$ cat src/core/pcsi_pkg.sv
package pcsi_pkg;

  // widths
  localparam int PCSI_PC_W = 15;
  localparam int PCSI_DATA_W = 8;
  localparam int PCSI_ADDR_W = 12;
  localparam int PCSI_SP_W = 5;
  localparam int PCSI_DEPTH = 16;
  localparam int PCSI_IDX_W = 4;
  localparam int PCSI_FSR_W = 16;
  localparam int PCSI_OPND_W = 11;
  localparam int PCSI_REL_W = 9;
  localparam int PCSI_FLASH_W = 14;

  // register addresses on the register port
  localparam logic [11:0] ADR_INDF0 = 12'hF80;
  localparam logic [11:0] ADR_INDF1 = 12'hF81;
  localparam logic [11:0] ADR_COUNTER_LOW = 12'hF82;
  localparam logic [11:0] ADR_FSR0_LOW = 12'hF84;
  localparam logic [11:0] ADR_FSR0_HIGH = 12'hF85;
  localparam logic [11:0] ADR_FSR1_LOW = 12'hF86;
  localparam logic [11:0] ADR_FSR1_HIGH = 12'hF87;
  localparam logic [11:0] ADR_WORKING = 12'hF89;
  localparam logic [11:0] ADR_HIGH_LATCH = 12'hF8A;
  localparam logic [11:0] ADR_STACK_PTR = 12'hFED;
  localparam logic [11:0] ADR_TOP_LOW = 12'hFEE;
  localparam logic [11:0] ADR_TOP_HIGH = 12'hFEF;
  localparam logic [11:0] ADR_STACK_CTRL = 12'hFF0;
  localparam logic [11:0] ADR_STACK_FLAGS = 12'hFF1;

  // field positions
  localparam int CTRL_FAULT_EN_BIT = 0;
  localparam int FLAG_OVF_BIT = 0;
  localparam int FLAG_UNF_BIT = 1;
  localparam int FSR_FLASH_BIT = 15;

  // reset values and stack pointer limits
  localparam logic [14:0] PC_RESET = 15'h0000;
  localparam logic [4:0] SP_EMPTY = 5'h1F;
  localparam logic [4:0] SP_TOP = 5'h0F;
  localparam logic [4:0] SP_WRAP = 5'h00;
  localparam logic FAULT_EN_RESET = 1'b1;
  localparam logic [7:0] BYTE_ZERO = 8'h00;

  // indirect address map
  localparam logic [3:0] FSR_TRAD_TOP = 4'h0;
  localparam logic [15:0] FSR_LIN_BASE = 16'h2000;
  localparam logic [15:0] FSR_LIN_LAST = 16'h29AF;
  localparam logic [11:0] LIN_BLOCK = 12'h050;
  localparam logic [6:0] GPR_OFFSET = 7'h20;
  localparam logic [6:0] INDF_LAST_LOW = 7'h01;

  typedef enum logic [3:0] {
    OP_STEP,
    OP_CALL,
    OP_COMPUTED_CALL,
    OP_REG_BRANCH,
    OP_IMM_BRANCH,
    OP_RETURN,
    OP_RETURN_LITERAL,
    OP_RETURN_INTERRUPT,
    OP_VECTOR
  } pcsi_op_e;

endpackage

$ cat src/core/pcsi_core.sv
`timescale 1ns/1ns
// Contract
// - call: low eleven bits operand, rest latch
// - computed call: latch high, working low
// - register branch: incremented counter plus unsigned working
// - immediate branch: incremented counter plus signed operand
// - sixteen by fifteen stack outside address spaces
// - push on calls, vectoring; pop on returns
// - push and pop leave latch untouched
// - fault reset off: stack wraps circularly
// - overflow and underflow flags always set
// - top entry registers follow stack pointer
// - five bit pointer marks entry in use
// - push increments then writes; pop reads then decrements
// - fault reset on: overflow or underflow resets
// - indirect to indirect: read zero, write dropped
// - pointer is high and low byte
// - low region maps to absolute data addresses
// - linear region walks eighty byte blocks
// - unimplemented indirect reads return zero
// - linear region skips common memory
// - top pointer bit selects flash, low byte
// - indirect writes never alter flash
// - flash access costs one extra cycle
// - fifteen bit counter cleared on reset
// - low byte write loads upper bits from latch
module pcsi_core #(
  parameter logic [14:0] VECTOR_ADDR = 15'h0004
) (
  input wire logic sys_clk,
  input wire logic rst,
  input wire logic op_valid,
  input wire pcsi_pkg::pcsi_op_e op_code,
  input wire logic [pcsi_pkg::PCSI_OPND_W-1:0] op_operand,
  input wire logic [pcsi_pkg::PCSI_ADDR_W-1:0] reg_addr,
  input wire logic [pcsi_pkg::PCSI_DATA_W-1:0] reg_wdata,
  input wire logic reg_wr,
  input wire logic reg_rd,
  output logic [pcsi_pkg::PCSI_DATA_W-1:0] reg_rdata,
  output logic [pcsi_pkg::PCSI_PC_W-1:0] pc,
  output logic [pcsi_pkg::PCSI_ADDR_W-1:0] mem_addr,
  output logic mem_rd,
  output logic mem_wr,
  output logic [pcsi_pkg::PCSI_DATA_W-1:0] mem_wdata,
  input wire logic [pcsi_pkg::PCSI_DATA_W-1:0] mem_rdata,
  output logic [pcsi_pkg::PCSI_PC_W-1:0] flash_addr,
  output logic flash_rd,
  input wire logic [pcsi_pkg::PCSI_FLASH_W-1:0] flash_rdata,
  output logic flash_stall,
  output logic stack_reset_req
);
  import pcsi_pkg::*;

  logic [PCSI_PC_W-1:0] pc_q;
  logic [PCSI_PC_W-1:0] pc_d;
  logic [6:0] latch_q;
  logic [PCSI_DATA_W-1:0] working_q;
  logic [PCSI_FSR_W-1:0] fsr0_q;
  logic [PCSI_FSR_W-1:0] fsr1_q;
  logic [PCSI_SP_W-1:0] sp_q;
  logic [PCSI_SP_W-1:0] sp_d;
  logic ovf_q;
  logic unf_q;
  logic fault_en_q;
  logic [PCSI_DATA_W-1:0] rdata_q;
  logic stall_q;
  logic reset_req_q;
  logic [PCSI_PC_W-1:0] top_entry;
  logic [PCSI_DATA_W-1:0] rd_mux;

  // instruction decode
  wire op_call = op_valid && (op_code == OP_CALL);
  wire op_ccall = op_valid && (op_code == OP_COMPUTED_CALL);
  wire op_vector = op_valid && (op_code == OP_VECTOR);
  wire op_ret_lit = op_valid && (op_code == OP_RETURN_LITERAL);
  wire is_push = op_call || op_ccall || op_vector;
  wire is_pop = op_valid && (op_code == OP_RETURN || op_code == OP_RETURN_INTERRUPT
    || op_code == OP_RETURN_LITERAL);

  // overflow is a push from the top level, underflow a pop from empty
  wire push_ovf = is_push && (sp_q == SP_TOP);
  wire pop_unf = is_pop && (sp_q == SP_EMPTY);
  wire fault = fault_en_q && (push_ovf || pop_unf);

  // pointer moves: increment before write, decrement after read
  wire [PCSI_SP_W-1:0] sp_push = push_ovf ? SP_WRAP : PCSI_SP_W'(sp_q + 5'h01);
  wire [3:0] unf_idx = 4'(sp_q[3:0] - 4'h1);
  wire [PCSI_SP_W-1:0] sp_pop = pop_unf ? {1'b0, unf_idx} : PCSI_SP_W'(sp_q - 5'h01);

  // register port decode
  wire sel_indf0 = (reg_addr == ADR_INDF0);
  wire sel_indf1 = (reg_addr == ADR_INDF1);
  wire sel_indf = sel_indf0 || sel_indf1;
  wire wr_pcl = reg_wr && (reg_addr == ADR_COUNTER_LOW);
  wire wr_fsr0l = reg_wr && (reg_addr == ADR_FSR0_LOW);
  wire wr_fsr0h = reg_wr && (reg_addr == ADR_FSR0_HIGH);
  wire wr_fsr1l = reg_wr && (reg_addr == ADR_FSR1_LOW);
  wire wr_fsr1h = reg_wr && (reg_addr == ADR_FSR1_HIGH);
  wire wr_work = reg_wr && (reg_addr == ADR_WORKING);
  wire wr_latch = reg_wr && (reg_addr == ADR_HIGH_LATCH);
  wire wr_sp = reg_wr && (reg_addr == ADR_STACK_PTR);
  wire wr_top_entry_low = reg_wr && (reg_addr == ADR_TOP_LOW);
  wire wr_top_entry_high = reg_wr && (reg_addr == ADR_TOP_HIGH);
  wire wr_ctrl = reg_wr && (reg_addr == ADR_STACK_CTRL);
  wire wr_flags = reg_wr && (reg_addr == ADR_STACK_FLAGS);

  // stack write: a push wins over a top-entry write in the same cycle
  wire tos_wr = wr_top_entry_low || wr_top_entry_high;
  wire [PCSI_PC_W-1:0] tos_merge = wr_top_entry_low ? {top_entry[14:8], reg_wdata}
    : {reg_wdata[6:0], top_entry[7:0]};
  wire stk_wr_en = (is_push && !fault) || tos_wr;
  wire [3:0] stk_wr_idx = is_push ? sp_push[3:0] : sp_q[3:0];
  wire [PCSI_PC_W-1:0] stk_wr_data = is_push ? pc_q : tos_merge;

  pcsi_stack #(
    .DEPTH(PCSI_DEPTH),
    .IDX_W(PCSI_IDX_W),
    .WIDTH(PCSI_PC_W)
  ) u_stack (
    .sys_clk(sys_clk),
    .rst(rst),
    .wr_en(stk_wr_en),
    .wr_idx(stk_wr_idx),
    .wr_data(stk_wr_data),
    .rd_idx(sp_q[3:0]),
    .rd_data(top_entry)
  );

  // branch and call targets; pc_q already holds the incremented counter
  wire [PCSI_PC_W-1:0] call_target = {latch_q[6:3], op_operand};
  wire [PCSI_PC_W-1:0] ccall_target = {latch_q, working_q};
  wire [PCSI_PC_W-1:0] reg_br_target = PCSI_PC_W'(pc_q + {7'h00, working_q});
  wire [PCSI_PC_W-1:0] rel_ext = {{(PCSI_PC_W-PCSI_REL_W){op_operand[PCSI_REL_W-1]}},
    op_operand[PCSI_REL_W-1:0]};
  wire [PCSI_PC_W-1:0] imm_br_target = PCSI_PC_W'(pc_q + rel_ext);
  wire [PCSI_PC_W-1:0] step_target = PCSI_PC_W'(pc_q + 15'h0001);
  wire [PCSI_PC_W-1:0] pcl_target = {latch_q, reg_wdata};

  // instructions win over a register-port write of the low byte
  always_comb begin
    pc_d = pc_q;
    if (op_valid) begin
      case (op_code)
        OP_STEP: pc_d = step_target;
        OP_CALL: pc_d = call_target;
        OP_COMPUTED_CALL: pc_d = ccall_target;
        OP_REG_BRANCH: pc_d = reg_br_target;
        OP_IMM_BRANCH: pc_d = imm_br_target;
        OP_RETURN: pc_d = top_entry;
        OP_RETURN_LITERAL: pc_d = top_entry;
        OP_RETURN_INTERRUPT: pc_d = top_entry;
        OP_VECTOR: pc_d = VECTOR_ADDR;
        default: pc_d = pc_q;
      endcase
    end else if (wr_pcl) begin
      pc_d = pcl_target;
    end
    if (fault) begin
      pc_d = PC_RESET;
    end
  end

  always_comb begin
    sp_d = sp_q;
    if (fault) begin
      sp_d = SP_EMPTY;
    end else if (is_push) begin
      sp_d = sp_push;
    end else if (is_pop) begin
      sp_d = sp_pop;
    end else if (wr_sp) begin
      sp_d = reg_wdata[PCSI_SP_W-1:0];
    end
  end

  always_ff @(posedge sys_clk or posedge rst) begin
    if (rst) begin
      pc_q <= PC_RESET;
      sp_q <= SP_EMPTY;
    end else begin
      pc_q <= pc_d;
      sp_q <= sp_d;
    end
  end

  // latch is written only by software; stack traffic never touches it
  always_ff @(posedge sys_clk or posedge rst) begin
    if (rst) begin
      latch_q <= '0;
    end else if (wr_latch) begin
      latch_q <= reg_wdata[6:0];
    end
  end

  // a literal return also loads the working register
  always_ff @(posedge sys_clk or posedge rst) begin
    if (rst) begin
      working_q <= '0;
    end else if (op_ret_lit) begin
      working_q <= op_operand[PCSI_DATA_W-1:0];
    end else if (wr_work) begin
      working_q <= reg_wdata;
    end
  end

  always_ff @(posedge sys_clk or posedge rst) begin
    if (rst) begin
      fsr0_q <= '0;
      fsr1_q <= '0;
    end else begin
      if (wr_fsr0l) fsr0_q[7:0] <= reg_wdata;
      if (wr_fsr0h) fsr0_q[15:8] <= reg_wdata;
      if (wr_fsr1l) fsr1_q[7:0] <= reg_wdata;
      if (wr_fsr1h) fsr1_q[15:8] <= reg_wdata;
    end
  end

  // flags clear by writing zero; a new fault in the same cycle still sets
  wire ovf_keep = ovf_q && !(wr_flags && !reg_wdata[FLAG_OVF_BIT]);
  wire unf_keep = unf_q && !(wr_flags && !reg_wdata[FLAG_UNF_BIT]);

  always_ff @(posedge sys_clk or posedge rst) begin
    if (rst) begin
      ovf_q <= 1'b0;
      unf_q <= 1'b0;
      fault_en_q <= FAULT_EN_RESET;
      reset_req_q <= 1'b0;
    end else begin
      ovf_q <= ovf_keep || push_ovf;
      unf_q <= unf_keep || pop_unf;
      reset_req_q <= fault;
      if (wr_ctrl) fault_en_q <= reg_wdata[CTRL_FAULT_EN_BIT];
    end
  end

  // indirect access through the selected pointer
  wire [PCSI_FSR_W-1:0] fsr_sel = sel_indf1 ? fsr1_q : fsr0_q;
  wire ind_rd = reg_rd && sel_indf;
  wire ind_wr = reg_wr && sel_indf;
  wire in_flash = fsr_sel[FSR_FLASH_BIT];
  wire in_trad = (fsr_sel[15:12] == FSR_TRAD_TOP);
  wire in_lin = (fsr_sel >= FSR_LIN_BASE) && (fsr_sel <= FSR_LIN_LAST);
  wire hits_indf = in_trad && (fsr_sel[6:0] <= INDF_LAST_LOW);
  wire data_ok = (in_trad && !hits_indf) || in_lin;

  // linear offset split into bank and position inside the gpr block;
  // constant divide keeps it one cycle at the cost of some area
  wire [11:0] lin_off = 12'(fsr_sel - FSR_LIN_BASE);
  wire [11:0] lin_bank = 12'(lin_off / LIN_BLOCK);
  wire [11:0] lin_pos = 12'(lin_off % LIN_BLOCK);
  wire [6:0] lin_low = 7'(lin_pos[6:0] + GPR_OFFSET);
  wire [PCSI_ADDR_W-1:0] lin_abs = {lin_bank[4:0], lin_low};

  assign mem_addr = in_lin ? lin_abs : fsr_sel[PCSI_ADDR_W-1:0];
  assign mem_rd = ind_rd && data_ok && !in_flash;
  assign mem_wr = ind_wr && data_ok && !in_flash;
  assign mem_wdata = reg_wdata;
  assign flash_addr = fsr_sel[PCSI_PC_W-1:0];
  assign flash_rd = ind_rd && in_flash;

  // reserved regions and indirect-to-indirect read as zero
  wire [PCSI_DATA_W-1:0] ind_value = in_flash ? flash_rdata[PCSI_DATA_W-1:0]
    : (data_ok ? mem_rdata : BYTE_ZERO);

  always_comb begin
    case (reg_addr)
      ADR_INDF0: rd_mux = ind_value;
      ADR_INDF1: rd_mux = ind_value;
      ADR_COUNTER_LOW: rd_mux = pc_q[7:0];
      ADR_FSR0_LOW: rd_mux = fsr0_q[7:0];
      ADR_FSR0_HIGH: rd_mux = fsr0_q[15:8];
      ADR_FSR1_LOW: rd_mux = fsr1_q[7:0];
      ADR_FSR1_HIGH: rd_mux = fsr1_q[15:8];
      ADR_WORKING: rd_mux = working_q;
      ADR_HIGH_LATCH: rd_mux = {1'b0, latch_q};
      ADR_STACK_PTR: rd_mux = {3'b000, sp_q};
      ADR_TOP_LOW: rd_mux = top_entry[7:0];
      ADR_TOP_HIGH: rd_mux = {1'b0, top_entry[14:8]};
      ADR_STACK_CTRL: rd_mux = {7'h00, fault_en_q};
      ADR_STACK_FLAGS: rd_mux = {6'h00, unf_q, ovf_q};
      default: rd_mux = BYTE_ZERO;
    endcase
  end

  // read data stands one cycle only; zero otherwise
  always_ff @(posedge sys_clk or posedge rst) begin
    if (rst) begin
      rdata_q <= BYTE_ZERO;
      stall_q <= 1'b0;
    end else begin
      rdata_q <= reg_rd ? rd_mux : BYTE_ZERO;
      stall_q <= (ind_rd || ind_wr) && in_flash;
    end
  end

  assign reg_rdata = rdata_q;
  assign pc = pc_q;
  assign flash_stall = stall_q;
  assign stack_reset_req = reset_req_q;

endmodule

$ cat src/core/pcsi_stack.sv
`timescale 1ns/1ns
module pcsi_stack #(
  parameter int DEPTH = 16,
  parameter int IDX_W = 4,
  parameter int WIDTH = 15
) (
  input wire logic sys_clk,
  input wire logic rst,
  input wire logic wr_en,
  input wire logic [IDX_W-1:0] wr_idx,
  input wire logic [WIDTH-1:0] wr_data,
  input wire logic [IDX_W-1:0] rd_idx,
  output logic [WIDTH-1:0] rd_data
);
  import pcsi_pkg::*;

  logic [WIDTH-1:0] entry_q [DEPTH];

  // kept outside program and data space: only the pointer reaches it
  for (genvar i = 0; i < DEPTH; i++) begin : g_entry
    wire hit = wr_en && (wr_idx == IDX_W'(i));
    always_ff @(posedge sys_clk or posedge rst) begin
      if (rst) begin
        entry_q[i] <= '0;
      end else if (hit) begin
        entry_q[i] <= wr_data;
      end
    end
  end

  assign rd_data = entry_q[rd_idx];

endmodule

$ cat config.mk
export PLATFORM = sky130hd
export DESIGN_NAME = pcsi_core
export DESIGN_NICKNAME = d
export VERILOG_FILES = /design/src/core/pcsi_pkg.sv /design/src/core/pcsi_core.sv /design/src/core/pcsi_stack.sv
export SDC_FILE = /design/constraint.sdc
export NUM_CORES = 1
export LEC_CHECK = 0
export ABC_AREA = 0
export BUFFER_PORTS_ARGS = -buffer_cell sky130_fd_sc_hd__clkbuf_2
export CAP_MARGIN = 5
export CORE_ASPECT_RATIO = 0.8
export CORE_MARGIN = 2
export CORE_UTILIZATION = 50
export DETAILED_ROUTE_END_ITERATION = 12
export PLACE_DENSITY = 0.71
export SYNTH_ARGS = -nofsm -noshare
export SYNTH_HDL_FRONTEND = slang
export SYNTH_SLANG_ARGS = --single-unit
$ cat constraint.sdc
create_clock -name sys_clk -period 10.32 [get_ports sys_clk]
set_input_delay 1.032 -clock sys_clk [delete_from_list [all_inputs] [get_ports sys_clk]]
set_output_delay 1.032 -clock sys_clk [all_outputs]
set_load 0.01 [all_outputs]
==> Yosys cells after proc, flatten, opt, wreduce, memory -nomap -nowiden <==
Cells that the tools add are included.
{ "op_classes": {"n_addsub": 8, "n_div": 2, "n_lt_le_gt_ge": 4, "n_eq_ne": 40, "n_mux": 24, "bitwise": 1, "reduce_logical": 80} }
{ "ops": {"columns": ["op", "n"], "rows": [
  ["$eq A12 B12 Y1 const B", 14],
  ["$mux W15", 7],
  ["$pmux W15 S7", 1],
  ["$pmux W8 S13", 1],
  ["$bmux W15 S4", 1],
  ["$logic_and A1 B1 Y1", 52],
  ["$mux W8", 5],
  ["$eq A4 B4 Y1 const B", 9],
  ["$eq A4 B3 Y1 const B", 8],
  ["$mux W5", 6],
  ["$eq A4 B2 Y1 const B", 4],
  ["$ge A16 B14 Y1 const B", 1],
  ["$le A16 B14 Y1 const B", 1],
  ["$mux W16", 1],
  ["$add A15 B1 Y15 const B", 1],
  ["$add A15 B15 Y15", 1],
  ["$add A15 B8 Y15", 1],
  ["$div A12 B7 Y12 const B", 1],
  ["$logic_not A4 Y1", 3],
  ["$logic_or A1 B1 Y1", 12],
  ["$mod A12 B7 Y12 const B", 1],
  ["$mux W12", 1],
  ["$sub A12 B1 Y12 const B", 1],
  ["$ne A9 B2 Y1 const B", 1],
  ["other kinds (18)", 25]
]} }
{ "word_totals": {"register_bits": 320, "output_inout_bits": 63, "word_cells": 189} }

==> Longest topological paths before layout <==
{ "logic_depth": {"word_depth": 11, "ltp_mapped": 16} }

==> Hierarchy <==
From an unflattened synthesis, not the netlist that was laid out.
{ "unflattened": {"cells_unflattened": 1519, "hier_area_um2": 17817.1} }
{ "modules_own_cells": {"columns": ["mod", "instances", "cells_each", "area_each_um2", "seq_area_each_um2"], "rows": [
  ["pcsi_stack", 1, 670, 10732.8, 6005.8],
  ["pcsi_core", 1, 849, 7084.3, 2009.4]
]} }

==> Worst setup path after synthesis <==
OpenSTA, ideal clock, no wires.
{ "synth_path": {"path_kind": "input-to-output", "start": "in reg_addr[1] (netlist name)", "end": "out mem_addr[4] (netlist name)", "arrival_time_ns": 3.191, "t_required_ns": 9.288, "path_slack_ns": 6.097, "cell_stages": 10, "n_path_buf": 2, "cell_sequence": "clkbuf_1 nor2b_1 nand4_4 buf_6 mux2i_1 o31ai_1 o311a_4 nand2_1 o311a_1 o211ai_2"} }
{ "synth_between": {"elab_chain_cells": 6, "elab_cells_between_ends": 9, "cone_classes": "add/sub (2); div (1); order compare (2); eq/ne (1); mux (2); reduce/logical (1)"} }
{ "synth_lines": {"columns": ["element", "line_no", "text"], "rows": [
  ["start: declaration", "pcsi_core.sv:35", "input wire logic [pcsi_pkg::PCSI_ADDR_W-1:0] reg_addr,"],
  ["$eq A12 B12 Y1 *", "pcsi_core.sv:92", "wire sel_indf1 = (reg_addr == ADR_INDF1);"],
  ["$mux W16 *", "pcsi_core.sv:237", "wire [PCSI_FSR_W-1:0] fsr_sel = sel_indf1 ? fsr1_q : fsr0_q;"],
  ["$sub A12 B1 Y12", "pcsi_core.sv:248", "wire [11:0] lin_off = 12'(fsr_sel - FSR_LIN_BASE);"],
  ["$mod A12 B7 Y12", "pcsi_core.sv:250", "wire [11:0] lin_pos = 12'(lin_off % LIN_BLOCK);"],
  ["$add A7 B6 Y7", "pcsi_core.sv:251", "wire [6:0] lin_low = 7'(lin_pos[6:0] + GPR_OFFSET);"],
  ["$mux W12 *", "pcsi_core.sv:254", "assign mem_addr = in_lin ? lin_abs : fsr_sel[PCSI_ADDR_W-1:0];"],
  ["end: declaration", "pcsi_core.sv:41", "output logic [pcsi_pkg::PCSI_ADDR_W-1:0] mem_addr,"]
]} }
Mark *: on every way between the ends. The rest lies on a longest branch, timed or not.

==> Worst setup path after layout <==
{ "layout_path": {"start": "in reg_addr[0] (netlist name)", "end": "out mem_addr[4] (netlist name)"} }
The elaborated chain is that of the path after synthesis.

==> metrics <==
status=complete, no violations; Synth Register Bits=320; number of enable flip-flop cells after synthesis=0; Worst EP arrival=5.08 ns; Critical R2R Capture=u_stack.entry_q[157]; antenna-violating nets left=0; Bufs and invs on worst path=4; Hold-fix buffers, CTS=0; input/output buffers=118; mux cell area share after synthesis=30.65%; Slowest-stage cell, CP=mux2i_1; Post-Syn Area=18190 um^2; final setup violation count=0; Hold Path Class=flip-flop to flip-flop; critical path launch point type=primary input; ys flop type=dfrtp_1; FMAX=163.6 MHz; Residual DRC=0; Mapped Nets=1610; cell family with most CP delay=simple AND/OR/NAND/NOR gates; r2r startpoint=sp_q[0]; max incr delay on CP=0.99 ns; Max VDD drop=0.0001361 V; R2R depth=9; share of layout cells above drive strength 1=35.21%; Worst Hold Path Cells=1; number of global-route vias before repair=13313; area share of fa/ha/maj cells after synthesis=1.211%; post-synth cell types=82; Vias=13548; CTS clk-pin slew, worst paths=0.06 ns; WS Path Type=primary input to output port; Worst setup EP type=output port; first-pass GRT wire length=78680 um; H-tree depth=1; clk sink count=320; RSZ-0062 raised after global routing=false; wire per inst=24.51 um; Place WS=4.289 ns; grt ovf=0; Synth Area in Simple Gates=8.854%; dpl hpwl=33140 um; R2R setup slack=6.24 ns; crit share post-route=59.24%; CTS tree=done; synthesis-to-finish area growth=10.33%; post-synthesis compound-gate area fraction=10.30%; DRT iter0 DRCs=1552; Mapped Avg Cell Area=11.88 um^2; DRT Pass-1 Iters=6; maximum number of pins on one net before global-route repair=152; Clk Latency, worst-skew pair=0.59 ns; Slew Viols, Final=0; cell repeated most along the worst path=clkbuf_2; Die ar.=37930 um^2; post-route setup slack=4.207 ns; gr usage total=26.75%; endpoints failing hold=0; Rows=62; CTS Root Cell=clkbuf_16; skew final=0.01811 ns; Slew Limit Headroom=18.29%; Die Width=217.2 um; Syn. warnings=0; DP Area=18910 um^2; setup TNS=0 ns; final core occ=55.99%; TritonCTS Buffers=31; initial antenna violation count=0; Via-to-Cell Ratio=6.507; largest family of logic cells by synthesized area=multiplexers; HP Start=u_stack.entry_q[156]; post-CTS resize count=0; CORE AREA=35840 um^2; design area=20070 um^2; Tmin final=6.113 ns; ys async rst share=100.0%; max cap viols=0; Cell Pwr Density=202.3 nW/um^2; Initial Util=50.75%; Final nets=1656; die height=174.6 um; drt total wl=51030 um; worst hold path endpoint=u_stack.entry_q[156]; Cells after Synth=1531; required time worst endpoint=9.29 ns; Synth Area in XOR/XNOR=1.011%; I/O pin total=125; ANT cells=0; P_leak=9.563 nW; Seq/Total Area, Yosys=44.07%; clk buf depth=3; CP max FO=36; postcts setup bufs=0; Least-Margin Pin Slew=1.226 ns; CP cell instances=clkbuf_2 > buf_4 > nor2b_1 > nand4_4 > mux2i_1 > inv_1 > nand4_1 > o311a_4 > nand2_1 > o311a_1 > o211ai_2 > clkbuf_2; RD Place Congestion=0.9693
[sequential cells by signal (all words and copies together) (netlist names), 5 cells and up]
signal           flops
fsr0_q              16
fsr1_q              16
latch_q              7
pc                  15
reg_rdata            8
sp_q                 5
u_stack.entry_q    240
working_q            8
[cell type report]
type                            count  area, um^2
Fill cell                        3002       15770
Multi-Input combinational cell   1062        9483
Sequential cell                   320        8019
Clock buffer                       43       890.9
Timing Repair Buffer              135       715.7
Tap cell                          480       600.6
Clock inverter                     15       247.7
Inverter                           27       108.9
[how the worst max path moves through the flow]
stage	from	endpoint	slack (ns)	depth (start not counted)
5_1_grt	reg_addr[0]	mem_addr[8]	3.90	12
3_3_place_gp	reg_addr[0]	mem_addr[4]	4.38	12
3_5_place_dp	reg_addr[0]	mem_addr[4]	4.29	12
2_1_floorplan	rst	flash_stall	0.44	1
6_report	reg_addr[0]	mem_addr[4]	4.21	12
4_1_cts	reg_addr[0]	mem_addr[4]	4.29	12
[cell families after synthesis]
kind of cell	Yosys count
compound gates	265
xor+xnor	21
fa+ha+maj	17
buf+inv	149
flops	320
mux	424
simple gates	335
[metal layers]
| layer | vias to the layer above | track usage [%] | part of all wire (%) |
|---|---|---|---|
| li1 | 5830 | - | - |
| met1 | 6930 | 38.86 | 44 |
| met4 | 0 | 8.961 | 3.2 |
| met3 | 131 | 5.431 | 8.3 |
| met5 | - | 0 | 0 |
| met2 | 657 | 40.30 | 45 |
[layout by cell type (no fill, tap or decap), types with 10 or more instances in the layout]
master     count
buf_4         16
nor2_1        85
a21oi_1       60
nand3_1       27
o21ai_0       46
mux2i_1       54
clkbuf_2     119
o31ai_1       15
a22oi_1       15
dfrtp_1      314
inv_1         23
mux2_1        24
mux4_2        75
clkbuf_16     31
nor3_1        16
a221oi_1      11
and3_1        16
nand2_1      116
ha_1          16
a221o_1       12
xnor2_1       15
mux2_2       266
o211ai_1      10
nor2b_1       19
[through the flow]
step	instances	hold slack (ns)	power [mW]
floorplan	1531	0.4532	2.495
global placement	2021	0.4617	2.733
detailed placement	2021	0.4745	2.789
CTS	2079	0.4913	4.058
global route	2082	0.5065	4.230
finish	2082	0.4929	4.059
[synth_stat cells (6+ instances only)]
cell type / n / area share, %
a21o_1: 9 / 0.37
a21oi_1: 60 / 1.7
nand2_1: 116 / 2.4
o2111ai_1: 6 / 0.29
clkbuf_1: 52 / 1.1
nand4_1: 6 / 0.21
mux2_2: 266 / 16
nand2b_1: 8 / 0.28
buf_6: 6 / 0.37
o21a_1: 7 / 0.29
xor2_1: 6 / 0.29
and2_1: 7 / 0.24
and3_1: 16 / 0.55
nor3_1: 16 / 0.44
dfrtp_1: 314 / 43
a221o_1: 12 / 0.66
nor2_1: 85 / 1.8
a211o_1: 6 / 0.29
ha_1: 16 / 1.1
a22o_1: 6 / 0.29
inv_1: 24 / 0.50
a221oi_1: 11 / 0.53
nor2b_1: 19 / 0.65
mux2_1: 24 / 1.5
buf_2: 43 / 1.2
o21ai_0: 46 / 1.3
o31ai_1: 15 / 0.62
mux2i_1: 54 / 3.0
xnor2_1: 15 / 0.72
o211ai_1: 10 / 0.41
buf_1: 7 / 0.14
dfstp_2: 6 / 0.87
buf_4: 14 / 0.58
nand3_1: 27 / 0.74
a211oi_1: 6 / 0.25
or2_2: 6 / 0.21
mux4_2: 75 / 9.3
a222oi_1: 9 / 0.50
a22oi_1: 15 / 0.62
a31oi_1: 8 / 0.28
[report_power, final]
group          switching [mW]  internal, mW  leakage, nW  total, mW
Sequential              0.222          1.56         4.31       1.78
Clock                   0.516         0.756        0.549       1.27
Combinational           0.468         0.535         4.70       1.00
No activity file was read; power rests on OpenSTA's default activity.
